`config.mk`:
```
export PLATFORM = sky130hd
export DESIGN_NAME = psc_perf_state
export DESIGN_NICKNAME = d
export VERILOG_FILES = /design/src/hdl/psc_pkg.sv /design/src/hdl/psc_feedback_counter.sv /design/src/hdl/psc_perf_state.sv
export SDC_FILE = /design/constraint.sdc
export NUM_CORES = 1
export LEC_CHECK = 0
export ABC_AREA = 1
export BUFFER_PORTS_ARGS = -buffer_cell sky130_fd_sc_hd__buf_2
export CAP_MARGIN = 20
export CELL_PAD_IN_SITES_DETAIL_PLACEMENT = 0
export CELL_PAD_IN_SITES_GLOBAL_PLACEMENT = 1
export CORE_UTILIZATION = 46
export CTS_CLUSTER_SIZE = 24
export DETAILED_ROUTE_END_ITERATION = 10
export PLACE_DENSITY = 0.95
export SLEW_MARGIN = 10
export SYNTH_ARGS = -nofsm -noshare
export SYNTH_HDL_FRONTEND = slang
export SYNTH_HIERARCHICAL = 1
export SYNTH_SLANG_ARGS = --single-unit
```
`constraint.sdc`:
```
create_clock -name clock -period 6.95 [get_ports clock]
set_input_delay 1.39 -clock clock [delete_from_list [all_inputs] [get_ports clock]]
set_output_delay 1.39 -clock clock [all_outputs]
set_load 0.01 [all_outputs]
```
`src/hdl/psc_pkg.sv`:
```
// package of constants for the performance-state request and activity counters
// assumes one core clock and a model-register access port driven by the core
package psc_pkg;
  localparam logic [31:0] PSC_IDX_REF_CNT = 32'h000000E7;
  localparam logic [31:0] PSC_IDX_ACT_CNT = 32'h000000E8;
  localparam logic [31:0] PSC_IDX_STATUS = 32'h00000198;
  localparam logic [31:0] PSC_IDX_CONTROL = 32'h00000199;
  localparam logic [31:0] PSC_IDX_MISC_EN = 32'h000001A0;
  localparam int PSC_MISC_EN_BIT = 16;
  localparam int PSC_ID1_ECX_BIT = 7;
  localparam int PSC_ID6_ECX_BIT = 0;
  localparam int PSC_CODE_W = 16;
  localparam int PSC_CNT_W = 64;
  localparam int PSC_NUM_CODES = 4;
  localparam logic [15:0] PSC_DEFAULT_CODE = 16'h0000;
  localparam logic [63:0] PSC_CNT_RESET = 64'h0000000000000000;
  localparam logic [7:0] PSC_STEP_CYCLES = 8'h10;
  localparam logic [7:0] PSC_RATE_MAX = 8'hFF;
  typedef enum logic [1:0] {PSC_IDLE, PSC_MOVING} psc_state_t;
endpackage

```
`src/hdl/psc_feedback_counter.sv`:
```
// one 64-bit feedback counter with write load and shared clear
// assumes the owner decides increment amount and clear for the pair
`timescale 1ns/100ps
module psc_feedback_counter
  import psc_pkg::*;
(
  // clock and control
  input wire logic clock,
  input wire logic reset_n,
  input wire logic clk_en,
  // counting
  input wire logic [7:0] incr,
  input wire logic clear_pair,
  // software load
  input wire logic load,
  input wire logic [63:0] load_value,
  // state
  output logic [63:0] count,
  output logic wraps
);
  logic [64:0] sum;

  // carry out marks a wrap past the top value
  assign sum = {1'b0, count} + {57'h0, incr};
  assign wraps = sum[64] & ~load;

  // load beats both clear of the pair and counting; clear of the pair beats counting
  always_ff @(posedge clock)
  begin
    if (!reset_n)
      count <= PSC_CNT_RESET;
    else if (clk_en)
    begin
      if (load)
        count <= load_value;
      else if (clear_pair)
        count <= PSC_CNT_RESET;
      else
        count <= sum[63:0];
    end
  end
endmodule // psc_feedback_counter

```
`src/hdl/psc_perf_state.sv`:
```
// performance-state request logic and activity feedback counters
// assumes model-register read and write strobes are single-cycle, synchronous
`timescale 1ns/100ps
module psc_perf_state
  import psc_pkg::*;
#(
  parameter logic [15:0] VALID_CODES [PSC_NUM_CODES] = '{16'h0000, 16'h0001, 16'h0002, 16'h0003}
)
(
  // clock and control
  input wire logic clock,
  input wire logic reset_n,
  input wire logic clk_en,
  // model-register access port
  input wire logic reg_write,
  input wire logic reg_read,
  input wire logic [31:0] reg_index,
  input wire logic [63:0] reg_wdata,
  output logic [63:0] reg_rdata,
  output logic reg_error,
  // identification capability bits
  output logic id1_ecx_transition,
  output logic id6_ecx_feedback,
  // core activity
  input wire logic core_in_c0,
  input wire logic ref_tick,
  input wire logic [7:0] perf_rate,
  // operating point toward regulation
  output logic [15:0] op_point,
  output logic transition_busy
);
  logic [63:0] misc_reg;
  logic [15:0] target_reg;
  logic [15:0] pending_reg;
  logic pending_valid_reg;
  logic [15:0] status_reg;
  logic [15:0] dest_reg;
  logic [7:0] step_reg;
  psc_state_t state_reg;
  logic [63:0] ref_count;
  logic [63:0] act_count;
  logic ref_wrap;
  logic act_wrap;
  logic wr_ctl;
  logic code_ok;
  logic [7:0] ref_inc;
  logic [7:0] act_inc;
  logic [63:0] rdata_next;
  logic err_next;
  logic [PSC_NUM_CODES-1:0] code_hit;
  logic [7:0] move_age_reg;

  // constant capability flags
  assign id1_ecx_transition = 1'b1;
  assign id6_ecx_feedback = 1'b1;

  // one comparator per table entry; any hit makes the written code valid
  for (genvar g = 0; g < PSC_NUM_CODES; g++)
  begin : g_code
    assign code_hit[g] = (VALID_CODES[g] == reg_wdata[15:0]);
  end
  assign code_ok = |code_hit;

  // invalid codes are dropped so the regulator never sees them
  assign wr_ctl = reg_write && (reg_index == PSC_IDX_CONTROL) && code_ok;

  // enable register, cleared at every reset
  always_ff @(posedge clock)
  begin
    if (!reset_n)
      misc_reg <= 64'h0000000000000000;
    else if (clk_en && reg_write && reg_index == PSC_IDX_MISC_EN)
      misc_reg <= reg_wdata;
  end

  // last written target, what a control read returns
  always_ff @(posedge clock)
  begin
    if (!reset_n)
      target_reg <= PSC_DEFAULT_CODE;
    else if (clk_en && wr_ctl)
      target_reg <= reg_wdata[15:0];
  end

  // transition sequencer; a request mid-move is queued in one slot, where a later request replaces it
  always_ff @(posedge clock)
  begin
    if (!reset_n)
    begin
      state_reg <= PSC_IDLE;
      status_reg <= PSC_DEFAULT_CODE;
      dest_reg <= PSC_DEFAULT_CODE;
      pending_reg <= PSC_DEFAULT_CODE;
      pending_valid_reg <= 1'b0;
      step_reg <= 8'h00;
    end
    else if (clk_en)
    begin
      case (state_reg)
        PSC_IDLE:
        begin
          if (pending_valid_reg && misc_reg[PSC_MISC_EN_BIT])
          begin
            dest_reg <= pending_reg;
            pending_valid_reg <= wr_ctl;
            pending_reg <= wr_ctl ? reg_wdata[15:0] : pending_reg;
            step_reg <= PSC_STEP_CYCLES;
            state_reg <= PSC_MOVING;
          end
          else if (wr_ctl && misc_reg[PSC_MISC_EN_BIT])
          begin
            dest_reg <= reg_wdata[15:0];
            step_reg <= PSC_STEP_CYCLES;
            state_reg <= PSC_MOVING;
          end
          else if (wr_ctl)
          begin
            pending_reg <= reg_wdata[15:0];
            pending_valid_reg <= 1'b1;
          end
        end
        PSC_MOVING:
        begin
          if (wr_ctl)
          begin
            pending_reg <= reg_wdata[15:0];
            pending_valid_reg <= 1'b1;
          end
          if (step_reg == 8'h01)
          begin
            status_reg <= dest_reg;
            state_reg <= PSC_IDLE;
          end
          step_reg <= step_reg - 8'h01;
        end
        default:
          state_reg <= PSC_IDLE;
      endcase
    end
  end

  assign op_point = status_reg;
  assign transition_busy = (state_reg == PSC_MOVING);

  // counting only on a reference tick in c0; actual adds perf_rate per tick
  assign ref_inc = (core_in_c0 && ref_tick) ? 8'h01 : 8'h00;
  assign act_inc = (core_in_c0 && ref_tick) ? perf_rate : 8'h00;

  psc_feedback_counter u_ref_cnt (
    .clock(clock),
    .reset_n(reset_n),
    .clk_en(clk_en),
    .incr(ref_inc),
    .clear_pair(ref_wrap | act_wrap),
    .load(reg_write && reg_index == PSC_IDX_REF_CNT),
    .load_value(reg_wdata),
    .count(ref_count),
    .wraps(ref_wrap)
  );

  psc_feedback_counter u_act_cnt (
    .clock(clock),
    .reset_n(reset_n),
    .clk_en(clk_en),
    .incr(act_inc),
    .clear_pair(ref_wrap | act_wrap),
    .load(reg_write && reg_index == PSC_IDX_ACT_CNT),
    .load_value(reg_wdata),
    .count(act_count),
    .wraps(act_wrap)
  );

  // read decode; unknown index answers zero with error
  always_comb
  begin
    rdata_next = 64'h0000000000000000;
    err_next = 1'b0;
    if (reg_index == PSC_IDX_REF_CNT)
      rdata_next = ref_count;
    else if (reg_index == PSC_IDX_ACT_CNT)
      rdata_next = act_count;
    else if (reg_index == PSC_IDX_CONTROL)
      rdata_next = {48'h000000000000, target_reg};
    else if (reg_index == PSC_IDX_STATUS)
      rdata_next = {48'h000000000000, status_reg};
    else if (reg_index == PSC_IDX_MISC_EN)
      rdata_next = misc_reg;
    else
      err_next = 1'b1;
  end

  // read data registered one cycle after the strobe
  always_ff @(posedge clock)
  begin
    if (!reset_n)
    begin
      reg_rdata <= 64'h0000000000000000;
      reg_error <= 1'b0;
    end
    else if (clk_en)
    begin
      reg_rdata <= reg_read ? rdata_next : reg_rdata;
      reg_error <= reg_read && err_next;
    end
  end

  a_enable_reset: assert property (@(posedge clock) !reset_n |=> misc_reg[PSC_MISC_EN_BIT] == 1'b0)
    else $error("enable bit not cleared by reset");
  a_no_move_disabled: assert property (@(posedge clock) disable iff (!reset_n)
    (clk_en && state_reg == PSC_IDLE && !misc_reg[PSC_MISC_EN_BIT]) |=> state_reg == PSC_IDLE)
    else $error("transition began while disabled");
  a_ctl_readback: assert property (@(posedge clock) disable iff (!reset_n)
    (clk_en && wr_ctl) |=> target_reg == $past(reg_wdata[15:0]))
    else $error("control readback not last target");
  a_queue_mid_move: assert property (@(posedge clock) disable iff (!reset_n)
    (clk_en && wr_ctl && state_reg == PSC_MOVING) |=> pending_valid_reg)
    else $error("request during transition lost");
  a_status_lands: assert property (@(posedge clock) disable iff (!reset_n)
    (clk_en && state_reg == PSC_MOVING && step_reg == 8'h01) |=> status_reg == $past(dest_reg))
    else $error("status did not reach destination");
  a_hold_outside_c0: assert property (@(posedge clock) disable iff (!reset_n)
    (clk_en && !core_in_c0 && !reg_write) |=> $stable(ref_count) && $stable(act_count))
    else $error("counter moved outside c0");
  a_pair_clear: assert property (@(posedge clock) disable iff (!reset_n)
    (clk_en && act_wrap && !reg_write) |=> ref_count == 64'h0 && act_count == 64'h0)
    else $error("wrap did not clear both");
  a_ref_step: assert property (@(posedge clock) disable iff (!reset_n)
    (clk_en && core_in_c0 && ref_tick && !reg_write && !ref_wrap && !act_wrap)
    |=> ref_count == $past(ref_count) + 64'h1)
    else $error("reference counter missed a tick");
  a_load_alone: assert property (@(posedge clock) disable iff (!reset_n)
    (clk_en && reg_write && reg_index == PSC_IDX_REF_CNT && !ref_wrap && !act_wrap && act_inc == 8'h00)
    |=> ref_count == $past(reg_wdata) && $stable(act_count))
    else $error("counter load disturbed pair");
  a_act_load_alone: assert property (@(posedge clock) disable iff (!reset_n)
    (clk_en && reg_write && reg_index == PSC_IDX_ACT_CNT && !ref_wrap && !act_wrap && ref_inc == 8'h00)
    |=> act_count == $past(reg_wdata) && $stable(ref_count))
    else $error("actual load disturbed pair");

  // age of the current move, kept apart from the step counter it checks
  always_ff @(posedge clock)
  begin
    if (!reset_n)
      move_age_reg <= 8'h00;
    else if (clk_en)
      move_age_reg <= transition_busy ? move_age_reg + 8'h01 : 8'h00;
  end

  // a move lasts the fixed step count, never longer
  a_move_bounded: assert property (@(posedge clock) disable iff (!reset_n)
    move_age_reg <= PSC_STEP_CYCLES)
    else $error("transition ran too long");
  a_move_length: assert property (@(posedge clock) disable iff (!reset_n)
    (clk_en && state_reg == PSC_MOVING && step_reg == 8'h01) |-> move_age_reg == PSC_STEP_CYCLES - 8'h01)
    else $error("transition landed early");
  a_direct_start: assert property (@(posedge clock) disable iff (!reset_n)
    (clk_en && state_reg == PSC_IDLE && !pending_valid_reg && wr_ctl && misc_reg[PSC_MISC_EN_BIT])
    |=> transition_busy && dest_reg == $past(reg_wdata[15:0]))
    else $error("enabled write did not start a move");
  a_queued_start: assert property (@(posedge clock) disable iff (!reset_n)
    (clk_en && state_reg == PSC_IDLE && pending_valid_reg && misc_reg[PSC_MISC_EN_BIT])
    |=> state_reg == PSC_MOVING && dest_reg == $past(pending_reg))
    else $error("queued target not applied");

  // status moves only when a move lands; target only on an accepted write
  a_status_only_lands: assert property (@(posedge clock) disable iff (!reset_n)
    !(clk_en && state_reg == PSC_MOVING && step_reg == 8'h01) |=> $stable(status_reg))
    else $error("status changed outside a landing");
  a_target_holds: assert property (@(posedge clock) disable iff (!reset_n)
    !(clk_en && wr_ctl) |=> $stable(target_reg))
    else $error("target changed without a write");
  a_bad_code_dropped: assert property (@(posedge clock) disable iff (!reset_n)
    (clk_en && reg_write && reg_index == PSC_IDX_CONTROL && !code_ok) |=> $stable(target_reg))
    else $error("invalid code accepted");

  // control, status and both counter reads answer with their value at the strobe
  a_ctl_reads_target: assert property (@(posedge clock) disable iff (!reset_n)
    (clk_en && reg_read && reg_index == PSC_IDX_CONTROL)
    |=> reg_rdata == {48'h000000000000, $past(target_reg)})
    else $error("control read not the target");
  a_status_readback: assert property (@(posedge clock) disable iff (!reset_n)
    (clk_en && reg_read && reg_index == PSC_IDX_STATUS)
    |=> reg_rdata == {48'h000000000000, $past(status_reg)})
    else $error("status read not the point in force");
  a_ref_readback: assert property (@(posedge clock) disable iff (!reset_n)
    (clk_en && reg_read && reg_index == PSC_IDX_REF_CNT) |=> reg_rdata == $past(ref_count))
    else $error("reference read mismatch");
  a_act_readback: assert property (@(posedge clock) disable iff (!reset_n)
    (clk_en && reg_read && reg_index == PSC_IDX_ACT_CNT) |=> reg_rdata == $past(act_count))
    else $error("actual read mismatch");

  // counting steps, holds and the shared clear
  a_act_step: assert property (@(posedge clock) disable iff (!reset_n)
    (clk_en && core_in_c0 && ref_tick && !reg_write && !ref_wrap && !act_wrap)
    |=> act_count == $past(act_count) + {56'h00000000000000, $past(perf_rate)})
    else $error("actual counter missed its rate");
  a_hold_without_tick: assert property (@(posedge clock) disable iff (!reset_n)
    (clk_en && !ref_tick && !reg_write) |=> $stable(ref_count) && $stable(act_count))
    else $error("counter moved without a tick");
  a_ref_wrap_clears: assert property (@(posedge clock) disable iff (!reset_n)
    (clk_en && ref_wrap && !reg_write) |=> ref_count == PSC_CNT_RESET && act_count == PSC_CNT_RESET)
    else $error("reference wrap did not clear both");

  // every reset restores the documented start values
  a_reset_defaults: assert property (@(posedge clock)
    !reset_n |=> ref_count == PSC_CNT_RESET && act_count == PSC_CNT_RESET && status_reg == PSC_DEFAULT_CODE
      && target_reg == PSC_DEFAULT_CODE && !transition_busy)
    else $error("reset left a non-default value");
endmodule // psc_perf_state

```
==> Word level (Yosys, flattened, before mapping) <==
Cells that the tools add are included.
{ "word_totals": {"output_inout_bits": 84, "input_bits": 111, "ff_bits": 332, "elab_cells": 88} }
{ "classes": {"mux": 33, "add_sub_neg": 3, "n_eq_ne": 13, "reduce_logical": 22, "bitwise_logic": 5} }
{ "ops": {"columns": ["op", "count"], "rows": [
  ["$mux 64", 9],
  ["$eq 32x9->1 const B", 3],
  ["$mux 16", 5],
  ["$add 64x1->65", 1],
  ["$add 64x8->65", 1],
  ["$eq 32x8->1 const B", 2],
  ["$eq 2x16->1 const A", 2],
  ["$pmux 16 s2", 1],
  ["$mux 8", 3],
  ["$eq 1x16->1 const A", 1],
  ["$logic_not 16->1", 1],
  ["$pmux 8 s2", 1],
  ["$reduce_and 3->1", 5],
  ["$logic_and 1x1->1", 11],
  ["$mux 1", 9],
  ["$eq 8x1->1 const B", 1],
  ["$sub 8x1->8 const B", 1],
  ["$mux 2", 3],
  ["$ne 3x3->1 const B", 2],
  ["$pmux 2 s2", 1],
  ["$reduce_bool 2->1", 2],
  ["$reduce_or 4->1", 1],
  ["$and 1x1->1", 2],
  ["$eq 2x1->1 const B", 1],
  ["6 further kinds", 7]
]} }

==> Longest topological paths before layout <==
{ "logic_depth": {"word_depth": 7, "ltp_mapped": 21, "ltp_nobuf": 20} }

==> Cells and area by module <==
Netlist, hierarchy kept.
{ "modules_own_cells": {"columns": ["module", "instances", "cells_per_inst", "area_each_um2"], "rows": [
  ["psc_feedback_counter", 2, 914, 5337.6],
  ["psc_perf_state", 1, 1401, 9544.2]
]} }

==> Least setup slack after synthesis <==
No wires, ideal clock.
{ "synth_timing": {"path_kind": "input to register", "from": "input port reg_index[25]", "to": "register u_ref_cnt.count[8]", "setup_time_ps": 70, "t_required_ps": 6880, "path_slack_ps": 2917, "n_path_buf": 2, "arrival_time_ps": 3963, "path_stages": 18, "path_cell_list": "nor2_1 -> nand3_1 -> nor2_1 -> nand2_1 -> nor3b_1 -> inv_1 -> nor2_1 -> clkbuf_1 -> inv_1 -> nand4_1 -> nor2_1 -> or2_2 -> nor2_1 -> inv_1 -> clkbuf_1 -> a21oi_1 -> o21ai_0 -> a21oi_1"} }
{ "synth_between": {"elab_chain_len": 7, "elab_cells_between_ends": 11, "classes_between": "eq/ne (2); mux (2); bitwise (5); reduce/logical (2)"} }
{ "synth_rtl": {"columns": ["item", "line", "rtl"], "rows": [
  ["from (decl)", "psc_perf_state.sv:17", "input wire logic [31:0] reg_index,"],
  ["$eq 32x8->1", "psc_perf_state.sv:167", ".load(reg_write && reg_index == PSC_IDX_ACT_CNT),"],
  ["$logic_and 1x1->1", "psc_perf_state.sv:167", null],
  ["$not 1->1", "psc_feedback_counter.sv:25", "assign wraps = sum[64] & ~load;"],
  ["$and 1x1->1", "psc_feedback_counter.sv:25", null],
  ["net act_wrap", "psc_perf_state.sv:43", "logic act_wrap;"],
  ["$or 1x1->1", "psc_perf_state.sv:154", ".clear_pair(ref_wrap | act_wrap),"],
  ["$mux 64", "psc_feedback_counter.sv:36", "else if (clear_pair)"],
  ["$mux 64", "psc_feedback_counter.sv:34", "if (load)"],
  ["to (signal assigned)", "psc_feedback_counter.sv:35", "count <= load_value;"],
  ["to (signal assigned)", "psc_feedback_counter.sv:39", "count <= sum[63:0];"],
  ["to (decl)", "psc_feedback_counter.sv:18", "output logic [63:0] count,"]
]} }
The timed path passes the listed nets, and every way through them passes these cells.
A chain may end at the register's enable or synchronous reset.

==> Final worst setup path <==
{ "layout_timing": {"from": "input port core_in_c0", "to": "register u_ref_cnt.count[9]"} }
{ "layout_between": {"elab_chain_len": 7, "elab_cells_between_ends": 10, "classes_between": "add/sub (2); mux (4); bitwise (3); reduce/logical (1)"} }
{ "layout_rtl": {"columns": ["item", "line", "rtl"], "rows": [
  ["from (decl)", "psc_perf_state.sv:25", "input wire logic core_in_c0,"],
  ["$logic_and 1x1->1", "psc_perf_state.sv:146", "assign ref_inc = (core_in_c0 && ref_tick) ? 8'h01 : 8'h00;"],
  ["$mux 1", "psc_perf_state.sv:146", null],
  ["net ref_inc[0]", "psc_perf_state.sv:46", "logic [7:0] ref_inc;"],
  ["$add 64x1->65", "psc_feedback_counter.sv:24", "assign sum = {1'b0, count} + {57'h0, incr};"],
  ["$and 1x1->1", "psc_feedback_counter.sv:25", null],
  ["net ref_wrap", "psc_perf_state.sv:42", "logic ref_wrap;"],
  ["$or 1x1->1", "psc_perf_state.sv:154", null],
  ["$mux 64", "psc_feedback_counter.sv:36", null],
  ["$mux 64", "psc_feedback_counter.sv:34", null]
]} }
The timed path passes the listed nets, and every way through them passes these cells.

==> run_results.csv <==
group,metric,value,unit
sta,fin_crit,4.70,ns
worst_setup_path,start_kind,"input port",
power,peakVddDrop,0.000172,V
clock_tree,clock_sinks,331,
sta,slew_violations,0,
die,die_w,212,um
global_routing,grt_pass1_wl,127,mm
power,comb_power_share,8.7,%
power,power.switching,1.30,mW
power,pwr-share-seq,43.9,%
logic_synthesis,synth_cells,3229,
cells_and_area,syn2layout_area_growth,12.3,%
logic_synthesis,synth_seq_area_share,32.8,%
die,core,0.0432,sq mm
cells_and_area,diodes,0,
die,ios,195,
sta,finClkSkew,0.0227,ns
clock_tree,cts_buffers,40,
sta,rsz0062_at_grt,"no",
logic_synthesis,yosys_warnings,6,
clock_tree,cts_root_buffer,"clkbuf_16",
global_routing,track_usage,37.6,%
worst_setup_path,crit_fanout,50,
clock_tree,cts_resized,0,
clock_tree,path_clk_slew,0.06,ns
placed_design,dpl.hpwl,61.8,mm
logic_synthesis,synth_top_area_cell,"dfxtp_1",
logic_synthesis,synth-seq-cells,331,
drt,vias,23200,
power,swShare,27.9,%
worst_setup_path,critPathRequiredTime,7.47,ns
hold_path,hold_class,"reg2reg",
cells_and_area,final_cell_mix,"746 x nand2_1, 408 x a21oi_1, 360 x nand3_1, 347 x nor2_1, 331 x dfxtp_1",
drt,vias_per_cell,5.89,
cells_and_area,drive_gt1_share,12.0,%
global_routing,grt_pass1_vias,21100,
die,fp-row-count,76,
sta,hold_viol_final,0,
drt,drtAntennaViolNets,0,
worst_setup_path,cp-end-kind,"register",
hold_path,hold-path-cell-count,2,
power,power.density,206,mW/mm^2
logic_synthesis,syn_area,0.0202,sq mm
drt,dr.pass1.iters,6,
die,start_util,46.8,%
die,die-area,0.0448,sq mm
drt,drtIter0Drc,3016,
worst_setup_path,ff2ff_path_depth,19,
logic_synthesis,synthArstFlopShare,0,%
power,power_frac_clock,47.3,%
cells_and_area,nets,3456,
global_routing,gr-total-overflow,0,
worst_setup_path,arrival,5.22,ns
global_routing,grt_busiest_layer,"met2",
global_routing,met3_usage,9.66,%
clock_tree,post_cts_buffers,0,
clock_tree,cts_tree,"yes",
global_routing,antenna_found_initial,2,
die,die_h,212,um
sta,max_freq,213,MHz
sta,post-route-period-util,67.6,%
global_routing,met2_usage,53.8,%
outcome,status,"complete, no violations",
sta,slew_headroom,31.2,%
drt,wirelength,85.2,mm
power,p_leak,9.13,nW
global_routing,grt_max_degree,85,
cells_and_area,nFillCells,4531,
sta,tightestPinTransition,1.03,ns
clock_tree,ctsHoldBuffers,0,
logic_synthesis,synth_area_leaders,"dfxtp_1 33%, nand2_1 14%, a21oi_1 10%",
power,internal_power,3.37,mW
global_routing,grt_use_met1,53.4,%
logic_synthesis,synth_ff_type,"dfxtp_1",
placed_design,port_buffers,192,
sta,setup_tns,0,ns
clock_tree,cts-htree-levels,2,
worst_setup_path,path_class,"in2reg",
logic_synthesis,synth_top_area_share,32.8,%
logic_synthesis,syn_avg_cell_area,6.26,sq um
sta,setup_viol,0,
cells_and_area,layout_commonest_cell,"nand2_1",
drt,drc,0,
job,max-cap-violations,0,
power,finalPower,4.68,mW
clock_tree,clockBufferDepth,3,
placed_design,gp_congestion,1.01,
logic_synthesis,synth_edf_count,0,
clock_tree,clk_latency,0.59,ns
worst_setup_path,r2r_setup_slack,3.36,ns
drt,route.detailed.wl_per_inst,21.6,um
logic_synthesis,ys_types,43,
==> cell families after synthesis <==
family | share of synthesized area (%)
AND/OR/NAND/NOR | 36.3
AO/OA/AOI/OAI | 18.4
buffers and inverters | 10.2
flip-flops | 32.8
adder cells (fa/ha/maj) | 1.31
multiplexers | 0.780
XOR/XNOR | 0.173
other | 0.0371
==> per-layer routing <==
metal | part of all wire [%] | vias to the layer above
met5 | 0.018 | -
met4 | 3.6 | 2
met3 | 12 | 169
met2 | 41 | 1291
met1 | 43 | 10900
li1 | - | 10900
==> power by group through the flow <==
stage               logic, mW  registers [mW]  clock network, mW
detailed placement      0.391            2.09                  0
global route            0.447            2.06               2.30
finish                  0.409            2.05               2.21
floorplan               0.245            2.04                  0
CTS                     0.393            2.05               2.23
global placement        0.386            2.09                  0
==> path summary, 6_finish.rpt <==
path | start | endpoint
worst max-delay path | core_in_c0 | u_ref_cnt/count[9]
worst min-delay path | pending_reg[1] | pending_reg[1]
worst max register to register | u_act_cnt/count[0] | u_ref_cnt/count[7]
worst min register to register | pending_reg[1] | pending_reg[1]
==> layout make-up <==
| cell class | instances | area [sq um] | share of cell area [%] |
|---|---|---|---|
| Multi-Input combinational cell | 2400 | 11600 | 51.1 |
| Sequential cell | 331 | 6630 | 29.2 |
| Inverter | 341 | 1280 | 5.66 |
| Timing Repair Buffer | 211 | 1120 | 4.92 |
| Clock buffer | 51 | 1080 | 4.77 |
| Tap cell | 585 | 732 | 3.22 |
| Clock inverter | 21 | 273 | 1.20 |
==> synthesized netlist by cell type (all sizes together), types with 15 or more instances <==
master and instances:
inv 334, nand2 779, ha 18, o211ai 38, nand3b 17, nor3 17, dfxtp 331, a211oi 31
a21oi 412, nor2 386, o21bai 20, nand3 364, or2 15, clkbuf 100, nand4 75, o21ai 177
buf 65
==> worst max-delay path, cell delays in order <==
cell and delay (ns):
buf_2 0.10, nand2_1 0.29, inv_1 0.20, ha_1 0.31, inv_1 0.09, fa_1 0.18, inv_1 0.07, nand2_1 0.10
nand2_1 0.06, nand3b_1 0.12, nand2_4 0.10, nand3_2 0.11, nor2_4 0.05, nand2_1 0.06, nor2_1 0.04, or2_2 0.37
nor2_4 0.12, buf_4 0.52, inv_1 0.42, a21oi_1 0.20, o21ai_0 0.11, a21oi_1 0.16
==> per-stage QoR <==
stage | setup slack, ns | utilization, % | cells | instance area, sq um | hold WS, ns
finish | 2.25 | 52.6 | 3940 | 22700 | 0.447
global route | 2.02 | 52.6 | 3940 | 22700 | 0.471
CTS | 2.39 | 52.6 | 3940 | 22700 | 0.446
detailed placement | 1.79 | 49.5 | 3868 | 21400 | 0.438
global placement | 1.87 | 49.4 | 3867 | 21300 | 0.434
floorplan | 2.92 | - | 3237 | 20200 | 0.422
Power figures use the tool's default switching activity.
